<file path="config.mk">
export PLATFORM = sky130hd
export DESIGN_NAME = uwcr_regs
export DESIGN_NICKNAME = d
export VERILOG_FILES = /design/src/design/uwcr_pkg.sv /design/src/design/uwcr_regs.sv /design/src/design/uwcr_src_bits.sv
export SDC_FILE = /design/constraint.sdc
export NUM_CORES = 1
export LEC_CHECK = 0
export BUFFER_PORTS_ARGS = -buffer_cell sky130_fd_sc_hd__buf_2
export CAP_MARGIN = 10
export CORE_UTILIZATION = 48
export DETAILED_ROUTE_END_ITERATION = 10
export PLACE_DENSITY = 0.82
export REMOVE_ABC_BUFFERS = 1
export SYNTH_ARGS = -nofsm -noshare
export SYNTH_HDL_FRONTEND = slang
export SYNTH_HIERARCHICAL = 1
export SYNTH_SLANG_ARGS = --single-unit
</file>
<file path="constraint.sdc">
create_clock -name clk_sys -period 1.6 [get_ports clk_sys]
set_input_delay 0 -clock clk_sys [delete_from_list [all_inputs] [get_ports clk_sys]]
set_output_delay 0 -clock clk_sys [all_outputs]
set_load 0.1 [all_outputs]
</file>
<file path="src/design/uwcr_pkg.sv">
package uwcr_pkg;
   // ------------------------------------------------------------
   // Register map (byte addresses on the plain register port)
   // ------------------------------------------------------------
   localparam int          ADDR_W          = 8;
   localparam logic [7:0]  OFS_STATUS      = 8'h00;
   localparam logic [7:0]  OFS_FRAMING_EN  = 8'h04;
   localparam logic [7:0]  OFS_RX_AUTO_REQUEST_MODES     = 8'h08;
   localparam logic [7:0]  OFS_SRC_RAW     = 8'h0c;
   localparam logic [7:0]  OFS_SRC_SET     = 8'h10;
   localparam logic [7:0]  OFS_SRC_CLR     = 8'h14;
   localparam logic [7:0]  OFS_SRC_MASK    = 8'h18;
   localparam logic [7:0]  OFS_SRC_MASKED  = 8'h1c;
   localparam logic [7:0]  OFS_CONTROL     = 8'h20;
   // ------------------------------------------------------------
   // Field layouts and reset values
   // ------------------------------------------------------------
   localparam int          STAT_VBUS_BIT   = 0;
   localparam logic [31:0] FRAMING_MASK    = 32'h000f_000f;
   localparam int          FRAMING_TX_LSB  = 0;
   localparam int          FRAMING_RX_LSB  = 16;
   localparam logic [31:0] RX_AUTO_REQUEST_MODES_MASK    = 32'h0000_00ff;
   localparam logic [31:0] SRC_MASK        = 32'h01ff_1e1f;
   localparam int          CTRL_GLOBAL_BIT = 4;
   localparam logic [31:0] CTRL_MASK       = 32'h0000_0010;
   localparam logic [31:0] RESET_ZERO      = 32'h0000_0000;
   localparam int          NUM_EP          = 4;
   // Automatic-request mode codes
   typedef enum logic [1:0] {
      UWCR_AR_NONE     = 2'b00,
      UWCR_AR_ALL_BUT  = 2'b01,
      UWCR_AR_RESERVED = 2'b10,
      UWCR_AR_ALWAYS   = 2'b11
   } uwcr_rx_auto_request_modes_t;
endpackage : uwcr_pkg

</file>
<file path="src/design/uwcr_regs.sv">
// How it works
// Status bit 0 reads the present VBUS-drive output level.
// Receive endpoint 1-4 framing enables sit in bits 16-19.
// Transmit endpoint 1-4 framing enables sit in bits 0-3.
// Two-bit auto-request field per receive endpoint, bits 1-0 up to 7-6.
// Codes 0 none, 1 all but last, 3 always; 2 reserved.
// Raw sources: core 24-16, receive 12-9, transmit 4-0, reset zero.
// Writing one to the set register sets that source bit.
// Writing one to the clear register clears that source bit.
// Zero bits written change nothing; reserved bits read zero.
// Hardware event beats a same-cycle software clear.
// A mask bit per source gates it into the masked view.
// Global framing enable in control applies to all endpoints.
module uwcr_regs
   import uwcr_pkg::*;
(
   // Clock and reset
   input  wire logic                     clk_sys,
   input  wire logic                     reset,
   // Register port
   input  wire logic [uwcr_pkg::ADDR_W-1:0] reg_addr,
   input  wire logic [31:0]              reg_wdata,
   input  wire logic                     reg_write,
   input  wire logic                     reg_read,
   output logic      [31:0]              reg_rdata,
   // Core side
   input  wire logic                     vbus_drive_level,
   input  wire logic [31:0]              core_events,
   // Steering outputs
   output logic      [3:0]               tx_framing_active,
   output logic      [3:0]               rx_framing_active,
   output logic      [7:0]               rx_auto_request_modes,
   // Interrupt
   output logic                          irq
);
   import uwcr_pkg::*;

   // ------------------------------------------------------------
   // Configuration registers
   // ------------------------------------------------------------
   logic [31:0] framing_q, framing_d;
   logic [31:0] rx_auto_request_modes_q, rx_auto_request_modes_d;
   logic [31:0] mask_q, mask_d;
   logic [31:0] ctrl_q, ctrl_d;
   logic        wr_set, wr_clr;
   logic [31:0] src_q;

   // Writes keep only implemented bits
   always_comb begin
      framing_d = framing_q;
      rx_auto_request_modes_d = rx_auto_request_modes_q;
      mask_d    = mask_q;
      ctrl_d    = ctrl_q;
      if (reg_write) begin
         unique case (reg_addr)
            OFS_FRAMING_EN: framing_d = reg_wdata & FRAMING_MASK; // see R02 see R03
            OFS_RX_AUTO_REQUEST_MODES:    rx_auto_request_modes_d = reg_wdata & RX_AUTO_REQUEST_MODES_MASK; // see R04
            OFS_SRC_MASK:   mask_d    = reg_wdata & SRC_MASK;
            OFS_CONTROL:    ctrl_d    = reg_wdata & CTRL_MASK;
            default: ;
         endcase
      end
   end

   always_ff @(posedge clk_sys) begin
      if (reset) begin
         framing_q <= RESET_ZERO;
         rx_auto_request_modes_q <= RESET_ZERO;
         mask_q    <= RESET_ZERO;
         ctrl_q    <= RESET_ZERO;
      end else begin
         framing_q <= framing_d;
         rx_auto_request_modes_q <= rx_auto_request_modes_d;
         mask_q    <= mask_d;
         ctrl_q    <= ctrl_d;
      end
   end

   // ------------------------------------------------------------
   // Raw interrupt sources
   // ------------------------------------------------------------
   assign wr_set = reg_write && (reg_addr == OFS_SRC_SET);
   assign wr_clr = reg_write && (reg_addr == OFS_SRC_CLR);

   uwcr_src_bits #(
      .WIDTH (32)
   ) u_src (
      .clk_sys    (clk_sys),
      .reset      (reset),
      .hw_set     (core_events),
      .sw_set     (wr_set ? reg_wdata : RESET_ZERO),
      .sw_clr     (wr_clr ? reg_wdata : RESET_ZERO),
      .valid_bits (SRC_MASK),
      .bits_q     (src_q)
   );

   // ------------------------------------------------------------
   // Outputs and read path
   // ------------------------------------------------------------
   logic [31:0] rdata_d;
   logic [3:0]  tx_act_d, rx_act_d;
   logic [7:0]  ar_d;
   logic        irq_d;

   // Reserved code 2 is passed through; software must avoid it
   always_comb begin
      tx_act_d = framing_q[FRAMING_TX_LSB +: NUM_EP]
                 | {NUM_EP{ctrl_q[CTRL_GLOBAL_BIT]}};       // see R03
      rx_act_d = framing_q[FRAMING_RX_LSB +: NUM_EP]
                 | {NUM_EP{ctrl_q[CTRL_GLOBAL_BIT]}};       // see R02
      ar_d     = rx_auto_request_modes_q[7:0];
      irq_d    = |(src_d_view() & mask_q);
      rdata_d  = RESET_ZERO;
      if (reg_read) begin
         unique case (reg_addr)
            OFS_STATUS:     rdata_d[STAT_VBUS_BIT] = vbus_drive_level;
            OFS_FRAMING_EN: rdata_d = framing_q;
            OFS_RX_AUTO_REQUEST_MODES:    rdata_d = rx_auto_request_modes_q;
            OFS_SRC_RAW:    rdata_d = src_q;
            OFS_SRC_MASK:   rdata_d = mask_q;
            OFS_SRC_MASKED: rdata_d = src_q & mask_q;
            OFS_CONTROL:    rdata_d = ctrl_q;
            default:        rdata_d = RESET_ZERO;
         endcase
      end
   end

   // Interrupt follows registered sources one cycle later
   function automatic logic [31:0] src_d_view();
      src_d_view = src_q;
   endfunction : src_d_view

   always_ff @(posedge clk_sys) begin
      if (reset) begin
         reg_rdata             <= RESET_ZERO;
         tx_framing_active     <= 4'h0;
         rx_framing_active     <= 4'h0;
         rx_auto_request_modes <= 8'h00;
         irq                   <= 1'b0;
      end else begin
         reg_rdata             <= rdata_d;
         tx_framing_active     <= tx_act_d;
         rx_framing_active     <= rx_act_d;
         rx_auto_request_modes <= ar_d;
         irq                   <= irq_d;
      end
   end

   // ------------------------------------------------------------
   // Checks
   // ------------------------------------------------------------
   a_set_wins_clear: assert property (@(posedge clk_sys) disable iff (reset)
      (core_events[0] && wr_clr && reg_wdata[0]) |=> src_q[0])
      else $error("hardware set lost to clear");
   a_sw_set_bit: assert property (@(posedge clk_sys) disable iff (reset)
      (wr_set && reg_wdata[16]) |=> src_q[16])
      else $error("set register did not set source");
   a_sw_clr_bit: assert property (@(posedge clk_sys) disable iff (reset)
      (wr_clr && reg_wdata[9] && !core_events[9] && !wr_set) |=> !src_q[9])
      else $error("clear register did not clear source");
   a_src_reserved: assert property (@(posedge clk_sys) disable iff (reset)
      (src_q & ~SRC_MASK) == 32'h0000_0000) // see R06
      else $error("reserved source bit set");
   a_status_vbus: assert property (@(posedge clk_sys) disable iff (reset)
      (reg_read && reg_addr == OFS_STATUS) |=> reg_rdata == {31'h0, $past(vbus_drive_level)})
      else $error("status does not mirror vbus drive");
   a_rx_framing: assert property (@(posedge clk_sys) disable iff (reset)
      (reg_write && reg_addr == OFS_FRAMING_EN) |=> ##1
      rx_framing_active[0] == ($past(reg_wdata[16], 2) | $past(ctrl_q[CTRL_GLOBAL_BIT])))
      else $error("rx endpoint 1 framing wrong");
   a_tx_framing: assert property (@(posedge clk_sys) disable iff (reset)
      (reg_write && reg_addr == OFS_FRAMING_EN) |=> ##1
      tx_framing_active[3] == ($past(reg_wdata[3], 2) | $past(ctrl_q[CTRL_GLOBAL_BIT])))
      else $error("tx endpoint 4 framing wrong");
   a_rx_auto_request_modes_ep4: assert property (@(posedge clk_sys) disable iff (reset)
      (reg_write && reg_addr == OFS_RX_AUTO_REQUEST_MODES) |=> ##1
      rx_auto_request_modes[7:6] == $past(reg_wdata[7:6], 2))
      else $error("endpoint 4 auto request field wrong");
   a_irq_masked: assert property (@(posedge clk_sys) disable iff (reset)
      irq == $past(|(src_q & mask_q)))
      else $error("interrupt does not follow masked sources");
   a_global_mode: assert property (@(posedge clk_sys) disable iff (reset)
      ctrl_q[CTRL_GLOBAL_BIT] |=> (&tx_framing_active && &rx_framing_active))
      else $error("global framing enable not applied");
   // Read data must not linger, or software could pick up a stale word
   a_rdata_idle: assert property (@(posedge clk_sys) disable iff (reset)
      !reg_read |=> reg_rdata == 32'h0000_0000)
      else $error("read data stands outside its cycle");
   a_masked_view: assert property (@(posedge clk_sys) disable iff (reset)
      (reg_read && reg_addr == OFS_SRC_MASKED) |=> reg_rdata == $past(src_q & mask_q))
      else $error("masked view wrong");
endmodule : uwcr_regs

</file>
<file path="src/design/uwcr_src_bits.sv">
module uwcr_src_bits
   import uwcr_pkg::*;
#(
   parameter int WIDTH = 32
) (
   // Clock and reset
   input  wire logic             clk_sys,
   input  wire logic             reset,
   // Set and clear terms
   input  wire logic [WIDTH-1:0] hw_set,
   input  wire logic [WIDTH-1:0] sw_set,
   input  wire logic [WIDTH-1:0] sw_clr,
   input  wire logic [WIDTH-1:0] valid_bits,
   // State
   output logic      [WIDTH-1:0] bits_q
);
   logic [WIDTH-1:0] bits_d;

   // Set wins over clear so a same-cycle event survives
   always_comb begin
      bits_d = ((bits_q & ~sw_clr) | hw_set | sw_set) & valid_bits; // see R10
   end

   // Register stage
   always_ff @(posedge clk_sys) begin
      if (reset) begin
         bits_q <= '0;
      end else begin
         bits_q <= bits_d;
      end
   end
endmodule : uwcr_src_bits

</file>
## Word-level counts from Yosys, hierarchy flattened

Index checks and enable logic that the tools add are counted.
W data, S select, Z words.

| operators by class | value |
|---|---|
| reductions and logical operators | 9 |
| equal/unequal tests | 8 |
| mux-type cells | 4 |
| bitwise gates (word level) | 8 |

Operators with widths:

| cell | number |
|---|---|
| $pmux W24 S6 | 1 |
| $and A25 B25 Y25 | 2 |
| $mux W25 | 2 |
| $or A25 B25 Y25 | 2 |
| $eq A8 B5 Y1 const B | 4 |
| $reduce_or A32 Y1 | 1 |
| $not A25 Y25 | 1 |
| $eq A8 B4 Y1 const B | 2 |
| $eq A8 B3 Y1 const B | 1 |
| $eq A8 B6 Y1 const B | 1 |
| $logic_not A8 Y1 | 1 |
| $or A4 B4 Y4 | 2 |
| $reduce_and A2 Y1 | 4 |
| $pmux W1 S6 | 1 |
| $logic_and A1 B1 Y1 | 2 |
| $reduce_or A2 Y1 | 1 |
| $not A1 Y1 | 1 |

| storage, ports and cells | value |
|---|---|
| word-level logic and storage cells | 39 |
| register bits after elaboration | 102 |
| output and inout bits | 49 |
| input port bits | 77 |

## Depth between registers and ports, before layout

Gate-level depths: netlist of run 1.

| depth | value |
|---|---|
| depth in word-level cells | 7 |
| depth in mapped cells | 7 |
| gate-level depth less buffers | 6 |

## Hierarchy

Netlist of run 1, hierarchy kept.

Modules (own cells, without submodules):

| module | seq. area each (µm²) | cells each | times used | area each (µm²) |
|---|---|---|---|---|
| uwcr_regs | 1681.6 | 394 | 1 | 3723.6 |
| uwcr_src_bits | 640.6 | 100 | 1 | 1199.9 |

## Worst setup path before layout of run 1

Ideal clock, no wire load.

| timing path | value |
|---|---|
| kind | input to register |
| from | input reg_addr[5] in the netlist's numbering |
| to | register u_src.bits_q[20] |
| cell stages on the path | 7 |
| path slack | 155 ps |
| library setup time | 122 ps |
| arrival time | 1323 ps |
| path buffers | 1 |
| required time | 1478 ps |
| path through | nor3_4 nand2_2 nor4_4 clkbuf_1 and2_1 nor2b_1 o311a_1 |

| between the ends | value |
|---|---|
| longest elaborated chain between the ends | 7 |
| elaborated cells on any way between the ends | 10 |
| classes of those cells | eq/ne (2); mux (2); bitwise (4); reduce/logical (2) |

Ends and longest elaborated chain:

| element | RTL line | source |
|---|---|---|
| start, declared | uwcr_regs.sv:21 | `input wire logic [uwcr_pkg::ADDR_W-1:0] reg_addr,` |
| $eq A8 B5 Y1 | uwcr_regs.sv:83 | `assign wr_clr = reg_write && (reg_addr == OFS_SRC_CLR);` |
| $logic_and A1 B1 Y1 | uwcr_regs.sv:83 |  |
| $mux W25 | uwcr_regs.sv:92 | `.sw_clr (wr_clr ? reg_wdata : RESET_ZERO),` |
| $not A25 Y25 | uwcr_src_bits.sv:21 | `bits_d = ((bits_q & ~sw_clr) \| hw_set \| sw_set) & valid_bits;` |
| $and A25 B25 Y25 | uwcr_src_bits.sv:21 |  |
| $or A25 B25 Y25 | uwcr_src_bits.sv:21 |  |
| $or A25 B25 Y25 (*) | uwcr_src_bits.sv:21 |  |
| end signal, assigned | uwcr_src_bits.sv:29 | `bits_q <= bits_d;` |
| end, declared | uwcr_src_bits.sv:15 | `output logic [WIDTH-1:0] bits_q` |

Every way passes the cells marked *; elsewhere a longest branch is shown, timed or not.
A chain may end at the register's enable or synchronous reset.

## Worst setup path after layout of run 1

| timing path | value |
|---|---|
| from | input reg_addr[2] in the netlist's numbering |
| to | register rx_auto_request_modes_q[6] |

| between the ends | value |
|---|---|
| longest elaborated chain between the ends | 2 |

Ends and longest elaborated chain:

| element | RTL line | source |
|---|---|---|
| $eq A8 B4 Y1 | uwcr_regs.sv:55 | `unique case (reg_addr)` |
| $reduce_and A2 Y1 (no source line) | - |  |
| end signal, assigned | uwcr_regs.sv:73 | `rx_auto_request_modes_q <= rx_auto_request_modes_d;` |
| end, declared | uwcr_regs.sv:42 | `logic [31:0] rx_auto_request_modes_q, rx_auto_request_modes_d;` |

Every way passes these cells.

==> Implementation_results.wiki, run 1 <==
{| class="wikitable"
! Metric !! Value
|-
| Status || finished, final reports clean
|-
| Largest net degree at the start of global routing || 54
|-
| Overflow left after global routing || 0
|-
| Clock tree from TritonCTS || yes
|-
| Synth top area cells || dfxtp_1, and2_1, mux2i_1, o311a_1, nor2_1
|-
| DRT Pass-1 Iters || 5
|-
| Skew final || 0.007176 ns
|-
| Max Transition Viols Final || 0
|-
| Gr usage total || 26.78%
|-
| Most frequent cells in the layout || buf_2, dfxtp_1, and2_1
|-
| Number of top-level pins || 126
|-
| Number of cells on the worst hold path || 5
|-
| Peak ir drop on the vdd network || 0.8052 mV
|-
| Endpoint of the worst hold path || reg_rdata[2]
|-
| Crit path kind || in2reg
|-
| Cell at the root of the clock tree || clkbuf_8
|-
| Layout overhead on the synthesized area || 42.34%
|-
| Number of distinct library cells after synthesis || 51
|-
| Number of synthesized register bits || 116
|-
| N_diodes || 0
|-
| Reg2reg start || ctrl_q[4]
|-
| Die extent in x || 103.3 µm
|-
| Clock slew seen by the registers of the worst setup and hold paths || 0.06 ns
|-
| Post-synth top area share || 47.17%
|-
| P per Cell Area || 1039 mW/mm²
|-
| Worst skew pair latency || 0.52 ns
|-
| Number of buffers added on ports || 125
|-
| Std-Cell Core Area || 0.009864 mm²
|-
| Actual transition at the worst max-transition pin || 0.7858 ns
|-
| WP data required || 1.97 ns
|-
| Non-filler instance count after layout || 860
|-
| Longest individual stage delay on the worst path || 0.60 ns
|-
| Worst min-delay path class || in2reg
|-
| Final weighted congestion in routability-driven placement || 0.8732
|-
| Hold Crit Start || reg_addr[0]
|-
| Post-synthesis sequential area ratio || 47.17%
|-
| Synth Area per Inst || 9.967 µm²
|-
| First-pass GRT wire length || 21.26 mm
|-
| Max-cap violations || 0
|-
| Design area || 0.007008 mm²
|-
| Number of failing hold endpoints at the final stage || 0
|-
| Initial core utilization || 49.91%
|-
| Fmax achieved || 635.4 MHz
|-
| Startpoint type of the worst setup path || input pin
|-
| DIE AREA || 0.01067 mm²
|-
| Routed wire length per instance || 16.30 µm
|-
| Total number of clock tree sinks || 116
|-
| Minimum period implied by the final worst setup slack || 1.574 ns
|-
| Number of antenna violations at the first check in global routing || 0
|-
| Via count normalized by instance count || 5.199
|-
| Critical path, cell by cell || buf_2, dlygate4sd3_1, buf_4, nor2_1, nand4_1, buf_4, mux2i_1, nor2_1
|-
| Number of buffers on the longest clock path || 2
|-
| Number of instances in the placed design || 776
|-
| Pleak || 3.481 nW
|-
| Max-slew headroom || 47.26%
|-
| Destination of the worst register-to-register timing path || ctrl_q[4]
|-
| Post-synth top area cell || dfxtp_1
|-
| Worst path top cell family by delay || buffers and inverters
|-
| Post-Route Hold Slack || 0.02655 ns
|-
| Area of the mapped netlist || 0.004923 mm²
|-
| Slack of the worst reg-to-reg path || 0.14 ns
|-
| Ratio of cells with drive above 1 in the final layout || 28.06%
|-
| Row cnt || 36
|-
| Final worst path period share || 98.37%
|-
| Vias in the first global route || 4467
|-
| Setup TNS after final layout || 0 ns
|-
| Worst path slowest cell || dlygate4sd3_1
|-
| Final core utilization || 71.04%
|-
| Endpoint kind of the worst setup timing path || flip-flop
|-
| Die boundary height || 103.3 µm
|-
| Number of H-tree levels || 4
|-
| Via count || 4471
|-
| Cells after synthesis || 494
|-
| Count of buffering cells on the critical path with inverters included || 4
|-
| Total half-perimeter wirelength after legalization and detailed placement || 9.007 mm
|-
| Worst Reg-to-Reg Cells || 3
|-
| Remaining antenna violation count || 0
|-
| Final-stage net count || 791
|-
| Dpl cell area || 0.005859 mm²
|-
| Total of warnings raised by yosys || 6
|-
| DRC Markers || 0
|-
| Detailed-route wire length || 14.02 mm
|-
| Endpoints failing setup || 0
|-
| CP max FO || 8
|-
| Most frequent standard cell in the layout excluding fill and tap cells || buf_2
|-
| Number of buffers created by CTS || 17
|-
| Data arrival time of the worst path || 1.94 ns
|-
| Detailed router's first-iteration violation count || 273
|}
==> timing repair <==
item | 4_1_cts | 5_1_grt
endpoints found under the setup margin | 0 | 25
hold endpoints to repair | 64 | 0
gates resized for setup | 0 | 2
hold buffers | 48 | 0
setup buffers | 0 | 3
==> worst register-to-register path, cell delays in order (launching register included) <==
cell and delay, ns:
dfxtp_1 0.60, mux2i_1 0.14, dlygate4sd3_1 0.58, nor2_1 0.08
==> layout make-up <==
| cell class | count | area (µm²) |
|---|---|---|
| clock inverters | 12 | 152.6 |
| fillers | 718 | 2856 |
| repair buffers | 198 | 1345 |
| flip-flops and latches | 116 | 2322 |
| well taps | 133 | 166.4 |
| multi-input cells | 375 | 2542 |
| inverters | 6 | 23.77 |
| clock buffers | 20 | 455.4 |
==> stage by stage <==
stage,power [mW],worst slack [ns]
after global routing,7.501,-0.02758
after detailed placement,3.401,-0.06135
after global placement,3.387,0.01251
after CTS,7.297,0.03097
after floorplan,3.159,-0.04821
final,7.280,0.02615
==> synthesized netlist by cell type, drive strengths merged <==
master and number:
a21oi 6, a221oi 5, a22o 3, a22oi 1, a2bb2oi 1, a31oi 1
a32oi 5, and2 75, and3 3, buf 12, clkbuf 16, clkinv 1
conb 2, dfxtp 116, inv 5, mux2 6, mux2i 41, nand2 4
nand2b 6, nand3 1, nand3b 2, nand4 6, nand4b 1, nor2 69
nor2b 41, nor3 5, nor3b 1, nor4 6, nor4b 2, o2111ai 1
o211ai 1, o21ai 3, o221a 1, o22ai 9, o2bb2ai 1, o311a 32
or3 1, or3b 1, or4b 1
==> worst max path at each step <==
stage	startpoint	endpoint	slack, ns	cells after the start
final	reg_addr[2]	rx_auto_request_modes_q[6]	0.03	8
after global routing	reset	reg_rdata[20]	-0.03	7
after CTS	reg_addr[6]	u_src/bits_q[3]	0.03	9
after detailed placement	reset	u_src/bits_q[3]	-0.06	4
after global placement	reset	u_src/bits_q[22]	0.01	4
after floorplan	reg_addr[5]	u_src/bits_q[20]	-0.05	6
==> sequential cells by signal, summed over array words and instances, names as in the netlist <==
register and count:
irq 1, mask_q 18, framing_q 8, reg_rdata 32, u_src/bits_q 32, rx_framing_active 4, rx_auto_request_modes 8, rx_auto_request_modes_q 8
tx_framing_active 4, ctrl_q 1
==> routing by layer <==
layer	global-route usage (%)	routed length (µm)
met4	11.48	225
met5	0	0
met1	30.74	5891
met3	6.720	893
met2	47.33	7009
==> report_power, final <==
| part | leakage (nW) | internal [mW] | switching, mW | total (mW) |
|---|---|---|---|---|
| sequential | 0.940 | 2.93 | 0.0293 | 2.96 |
| combinational | 2.25 | 0.248 | 0.239 | 0.488 |
| clock | 0.289 | 2.49 | 1.34 | 3.83 |
==> cell families after synthesis <==
group,count (synthesis),share of synthesized area [%]
other cells,2,0.1525
mux,47,9.708
simple gates,225,27.07
buf+inv,34,3.710
compound gates,70,12.20
flops,116,47.17
(Power assumes the default switching activity.)
==> inputs of run 2 (changes only) <==
--- a/config.mk
+++ b/config.mk
@@ -8,7 +8,9 @@
 export BUFFER_PORTS_ARGS = -buffer_cell sky130_fd_sc_hd__buf_2
 export CAP_MARGIN = 10
 export CORE_UTILIZATION = 48
+export CTS_BUF_LIST = sky130_fd_sc_hd__clkbuf_8
 export DETAILED_ROUTE_END_ITERATION = 10
+export GPL_TIMING_DRIVEN = 0
 export PLACE_DENSITY = 0.82
 export REMOVE_ABC_BUFFERS = 1
 export SYNTH_ARGS = -nofsm -noshare
==> Implementation_results.wiki, run 2 (synthesized netlist as in run 1, its figures left out) <==
{| class="wikitable"
! Metric !! Value
|-
| P_int || 4.634 mW (-18%)
|-
| Clock network power share || 43.5% (-9.1 points)
|-
| Post-Route Hold Slack || 0.05721 ns (+0.03066 ns)
|-
| Non-filler instance count after layout || 843 (-2.0%)
|-
| Largest registers || reg_rdata x32, u_src/bits_q x32, mask_q x18
|-
| First-pass GRT wire length || 20.37 mm (-4.2%)
|-
| Skew final || 0.007773 ns (+0.0005969 ns)
|-
| Number of top-level pins || 126 (unchanged)
|-
| DRT Pass-1 Iters || 5 (unchanged)
|-
| Status || finished, final reports clean
|-
| Via count normalized by instance count || 5.120 (-1.5%)
|-
| P per Cell Area || 905.7 mW/mm² (-13%)
|-
| Actual transition at the worst max-transition pin || 0.6795 ns (-0.1063 ns)
|-
| Peak ir drop on the vdd network || 0.4751 mV (-41%)
|-
| Total number of clock tree sinks || 116 (unchanged)
|-
| Endpoints failing setup || 0 (unchanged)
|-
| Via count || 4316 (-3.5%)
|-
| Pleak || 3.324 nW (-4.5%)
|-
| Overall power consumption || 6.054 mW (-17%)
|-
| Std-Cell Core Area || 0.009864 mm² (unchanged)
|-
| Setup repair after global routing missed its margin || no
|-
| Gr usage total || 25.91% (-0.87 points)
|-
| Detailed router's first-iteration violation count || 141 (-48%)
|-
| Slack of the worst reg-to-reg path || 0.27 ns (+0.13 ns)
|-
| Vias in the first global route || 4248 (-4.9%)
|-
| Max-slew headroom || 54.70% (+7.4 points)
|-
| Endpoint kind of the worst setup timing path || flip-flop
|-
| Number of instances in the placed design || 758 (-2.3%)
|-
| Final worst path period share || 95.98% (-2.4 points)
|-
| Number of failing hold endpoints at the final stage || 0 (unchanged)
|-
| Number of buffers on the longest clock path || 2 (unchanged)
|-
| N_diodes || 0 (unchanged)
|-
| Data arrival time of the worst path || 1.86 ns (-0.08 ns)
|-
| Minimum period implied by the final worst setup slack || 1.536 ns (-0.03821 ns)
|-
| Clock slew seen by the registers of the worst setup and hold paths || 0.07 ns (about the same)
|-
| DIE AREA || 0.01067 mm² (unchanged)
|-
| Net Switching || 1.420 mW (-12%)
|-
| Fmax achieved || 651.2 MHz (+2.5%)
|-
| Switching part of the total power || 23.46% (+1.3 points)
|-
| Number of antenna violations at the first check in global routing || 0 (unchanged)
|-
| Startpoint type of the worst setup path || input pin
|-
| WP data required || 1.92 ns (-0.05 ns)
|-
| Number of H-tree levels || 4 (unchanged)
|-
| Final-stage net count || 776 (-1.9%)
|-
| Cell at the root of the clock tree || clkbuf_8
|-
| Final weighted congestion in routability-driven placement || 0.8504 (-2.6%)
|-
| Most frequent standard cell in the layout excluding fill and tap cells || buf_2
|-
| Initial core utilization || 49.91% (unchanged)
|-
| Total half-perimeter wirelength after legalization and detailed placement || 8.452 mm (-6.2%)
|-
| Die boundary height || 103.3 µm (unchanged)
|-
| Number of buffers created by CTS || 17 (unchanged)
|-
| Most frequent cells in the layout || buf_2, dfxtp_1, and2_1
|-
| Sequential power share || 48.8% (+8.1 points)
|-
| Max Transition Viols Final || 0 (unchanged)
|-
| Worst setup startpoint || reg_write
|-
| Hold Crit Start || reg_addr[4]
|-
| Destination of the worst register-to-register timing path || irq
|-
| Worst min-delay path class || in2reg
|-
| Endpoint of the worst hold path || reg_rdata[7]
|-
| Routed wire length per instance || 15.53 µm (-4.7%)
|-
| Fraction of power consumed by combinational cells || 7.7% (+1.0 points)
|-
| Design area || 0.006684 mm² (-4.6%)
|-
| Max-cap violations || 0 (unchanged)
|-
| Detailed-route wire length || 13.10 mm (-6.6%)
|-
| Worst skew pair latency || 0.44 ns (-0.08 ns)
|-
| Overflow left after global routing || 0 (unchanged)
|-
| Remaining antenna violation count || 0 (unchanged)
|-
| Number of buffers added on ports || 125 (unchanged)
|-
| Final core utilization || 67.76% (-3.3 points)
|-
| Layout overhead on the synthesized area || 35.76%
|-
| Reg2reg start || u_src/bits_q[3]
|-
| Clock tree from TritonCTS || yes
|-
| Dpl cell area || 0.005738 mm² (-2.1%)
|-
| Row cnt || 36 (unchanged)
|-
| DRC Markers || 0 (unchanged)
|-
| Crit path kind || in2reg
|-
| Worst Reg-to-Reg Cells || 4 (+1)
|-
| Ratio of cells with drive above 1 in the final layout || 27.32% (-0.74 points)
|-
| CP max FO || 4 (-4)
|-
| Number of cells on the worst hold path || 2 (-3)
|-
| Die extent in x || 103.3 µm (unchanged)
|-
| Largest net degree at the start of global routing || 55 (+1.9%)
|}
[run 2: through the flow]
step           setup TNS [ns]  setup slack, ns
5_1_grt                     0         0.002805
3_3_place_gp           -69.35           -1.502
2_1_floorplan          -1.613         -0.04821
6_report                    0          0.06435
4_1_cts                     0          0.01944
3_5_place_dp           -52.06           -1.160
[run 2: timing repair]
item                       4_1_cts  5_1_grt
setup buffers                    7        3
setup endpoints to repair       48       45
hold buffers                    45        0
gates resized for setup          3        8
hold endpoints to repair        54        0
pin swaps                        2        4
[run 2: worst max path at each step]
| stage | end | cells past startpoint |
|---|---|---|
| 2_1_floorplan | u_src/bits_q[20] | 6 |
| 3_3_place_gp | u_src/bits_q[22] | 6 |
| 3_5_place_dp | u_src/bits_q[4] | 7 |
| 4_1_cts | u_src/bits_q[2] | 3 |
| 5_1_grt | u_src/bits_q[18] | 8 |
| 6_report | u_src/bits_q[18] | 8 |
[run 2: worst max-delay path: stages]
cell	delay, ns
dlygate4sd3_1	0.55
buf_6	0.13
nand2_2	0.10
nor4_4	0.36
buf_4	0.21
and2_1	0.13
nor2b_1	0.07
o311a_1	0.31
[run 2: per-layer routing]
metal	vias to the layer above	wire length [µm]	part of all wire (%)	GRT usage (%)
met4	0	280	2.1	10.94
met2	164	6332	48	44.46
met3	27	777	5.9	6.720
met1	2001	5706	44	30.77
met5	-	0	0	0
li1	2124	-	-	-
[run 2: power groups by stage]
stage / combinational, mW / sequential (mW) / clock, mW
after floorplan: 0.145 / 3.01 / 0
final: 0.463 / 2.96 / 2.64
after global placement: 0.345 / 3.02 / 0
after CTS: 0.446 / 2.95 / 2.67
after global routing: 0.501 / 2.96 / 2.81
after detailed placement: 0.354 / 3.02 / 0
[run 2: cell type report]
cell class	instances	area (µm²)
Clock buffer	20	275.3
Clock inverter	10	107.6
Fill cell	771	3181
Inverter	6	28.78
Multi-Input combinational cell	374	2549
Sequential cell	116	2322
Tap cell	133	166.4
Timing Repair Buffer	184	1235
==> inputs of run 3 (changes only) <==
--- a/config.mk
+++ b/config.mk
@@ -7,11 +7,11 @@
 export LEC_CHECK = 0
 export BUFFER_PORTS_ARGS = -buffer_cell sky130_fd_sc_hd__buf_2
 export CAP_MARGIN = 10
-export CORE_UTILIZATION = 48
+export CORE_UTILIZATION = 30
 export CTS_BUF_LIST = sky130_fd_sc_hd__clkbuf_8
 export DETAILED_ROUTE_END_ITERATION = 10
 export GPL_TIMING_DRIVEN = 0
-export PLACE_DENSITY = 0.82
+export PLACE_DENSITY = 0.59
 export REMOVE_ABC_BUFFERS = 1
 export SYNTH_ARGS = -nofsm -noshare
 export SYNTH_HDL_FRONTEND = slang
==> constraint.sdc (replaced) <==
create_clock -name clk_sys -period 1.6 [get_ports clk_sys]
set_input_delay 0.16 -clock clk_sys [delete_from_list [all_inputs] [get_ports clk_sys]]
set_output_delay 0.16 -clock clk_sys [all_outputs]
set_load 0.1 [all_outputs]
==> Implementation_results.wiki, run 3 (synthesized netlist as in run 1, its figures left out) <==
{| class="wikitable"
! Metric !! Value
|-
| Status || finished, final reports clean
|-
| Non-filler instance count after layout || 923 (+9.5%)
|-
| DRT Pass-1 Iters || 5 (unchanged)
|-
| Ratio of cells with drive above 1 in the final layout || 27.72% (+0.40 points)
|-
| DIE AREA || 0.01693 mm² (+59%)
|-
| Peak ir drop on the vdd network || 0.4467 mV (-6.0%)
|-
| Design area || 0.006760 mm² (+1.1%)
|-
| Setup TNS after final layout || 0 ns (unchanged)
|-
| Endpoint kind of the worst setup timing path || flip-flop
|-
| Startpoint type of the worst setup path || input pin
|-
| Max-slew headroom || 57.60% (+2.9 points)
|-
| Routed wire length per instance || 15.30 µm (-1.5%)
|-
| Actual transition at the worst max-transition pin || 0.6271 ns (-0.05237 ns)
|-
| Vias in the first global route || 4300 (+1.2%)
|-
| Number of buffers added on ports || 125 (unchanged)
|-
| Crit path kind || in2reg
|-
| Std-Cell Core Area || 0.01594 mm² (+62%)
|-
| Number of antenna violations at the first check in global routing || 0 (unchanged)
|-
| Detailed-route wire length || 14.13 mm (+7.9%)
|-
| Cell at the root of the clock tree || clkbuf_8
|-
| Post-Route Hold Slack || 0.03187 ns (-0.02534 ns)
|-
| P per Cell Area || 929.1 mW/mm² (+2.6%)
|-
| Clock slew seen by the registers of the worst setup and hold paths || 0.07 ns (about the same)
|-
| Fmax achieved || 658.4 MHz (+1.1%)
|-
| Initial core utilization || 30.88% (-19 points)
|-
| Worst skew pair latency || 0.44 ns (about the same)
|-
| Dpl cell area || 0.005818 mm² (+1.4%)
|-
| Worst min-delay path class || in2reg
|-
| Die boundary height || 130.1 µm (+26%)
|-
| Number of buffers created by CTS || 17 (unchanged)
|-
| Setup repair after global routing missed its margin || no
|-
| Total half-perimeter wirelength after legalization and detailed placement || 9.424 mm (+12%)
|-
| Number of top-level pins || 126 (unchanged)
|-
| First-pass GRT wire length || 21.96 mm (+7.8%)
|-
| CP max FO || 10 (+6)
|-
| Endpoints failing setup || 0 (unchanged)
|-
| Pleak || 3.321 nW (about the same)
|-
| Overflow left after global routing || 0 (unchanged)
|-
| Max Transition Viols Final || 0 (unchanged)
|-
| Data arrival time of the worst path || 1.85 ns (about the same)
|-
| Number of cells on the worst hold path || 3 (+1)
|-
| Most frequent cells in the layout || buf_2, dfxtp_1, and2_1
|-
| Number of H-tree levels || 4 (unchanged)
|-
| Minimum period implied by the final worst setup slack || 1.519 ns (-0.01690 ns)
|-
| Die extent in x || 130.1 µm (+26%)
|-
| Number of instances in the placed design || 840 (+11%)
|-
| DRC Markers || 0 (unchanged)
|-
| Largest net degree at the start of global routing || 55 (unchanged)
|-
| Worst Reg-to-Reg Cells || 4 (unchanged)
|-
| Remaining antenna violation count || 0 (unchanged)
|-
| Max-cap violations || 0 (unchanged)
|-
| N_diodes || 0 (unchanged)
|-
| Layout overhead on the synthesized area || 37.31%
|-
| Final weighted congestion in routability-driven placement || 0.7989 (-6.1%)
|-
| Detailed router's first-iteration violation count || 280 (+99%)
|-
| Final-stage net count || 771 (-0.64%)
|-
| Skew final || 0.01192 ns (+0.004146 ns)
|-
| Final worst path period share || 94.92% (-1.1 points)
|-
| Most frequent standard cell in the layout excluding fill and tap cells || buf_2
|-
| Number of failing hold endpoints at the final stage || 0 (unchanged)
|-
| Gr usage total || 17.52% (-8.4 points)
|-
| Via count normalized by instance count || 4.632 (-9.5%)
|-
| Final core utilization || 42.40% (-25 points)
|-
| Largest registers || reg_rdata x32, u_src/bits_q x32, mask_q x18
|-
| Total number of clock tree sinks || 116 (unchanged)
|-
| Number of buffers on the longest clock path || 2 (unchanged)
|-
| Clock tree from TritonCTS || yes
|-
| WP data required || 1.93 ns (about the same)
|-
| Row cnt || 46 (+28%)
|-
| Via count || 4275 (-0.95%)
|}
==> run 3: cell count changes in the layout (fill, tap and decap cells not counted), moves of 2 or more <==
cell / delta
inv_1: +2
buf_6: -3
dlygate4sd3_1: -7
buf_4: +5
clkbuf_4: -2
==> run 3: path summary, 6_finish.rpt <==
| check | slack, ns | end | startpoint |
|---|---|---|---|
| worst max-delay path | 0.08 | u_src/bits_q[16] | reg_addr[6] |
| worst max register to register | 0.19 | irq | u_src/bits_q[3] |
| worst min register to register | 0.45 | reg_rdata[14] | u_src/bits_q[14] |
| worst min-delay path | 0.03 | framing_q[0] | reg_wdata[0] |
==> run 3: per-stage QoR <==
step,setup slack [ns],power [mW]
detailed placement,-1.395,3.378
global placement,-1.774,3.365
CTS,0.04157,6.350
global route,0.02274,6.550
floorplan,-0.2082,3.159
finish,0.08126,6.281
==> run 3: repair_timing <==
action / CTS / global route
setup endpoints to repair: 81 / 35
setup buffers: 10 / 3
hold endpoints to repair: 47 / 0
hold buffers: 38 / 0
pin swaps: 4 / 3
gates resized for setup: 7 / 1
==> run 3: metal layers <==
metal / up-vias / wire length [µm] / GRT usage, % / part of all wire [%]
met5: - / 0 / 0 / 0
met4: 0 / 212 / 6.703 / 1.5
met3: 19 / 680 / 4.510 / 4.8
met2: 111 / 6976 / 30.01 / 49
met1: 2040 / 6257 / 20.97 / 44
li1: 2105 / - / - / -
==> run 3: worst max-delay path, cell delays in order <==
cell and delay, ns:
buf_2 0.15, nor3_4 0.27, nand2_2 0.15, nor4_4 0.39
buf_4 0.25, and2_1 0.16, nor2b_1 0.05, o311a_1 0.27
==> run 3: report_power, final <==
part / internal [mW] / total, mW / switching, mW
Sequential: 2.93 / 2.96 / 0.0282
Combinational: 0.220 / 0.446 / 0.226
Clock: 1.68 / 2.88 / 1.20
==> run 3: layout make-up <==
cell class	count	area, µm²
clock buffers	21	289.0
multi-input cells	374	2549
fillers	1587	9183
well taps	216	270.3
repair buffers	179	1166
inverters	6	31.28
flip-flops and latches	116	2322
clock inverters	11	132.6
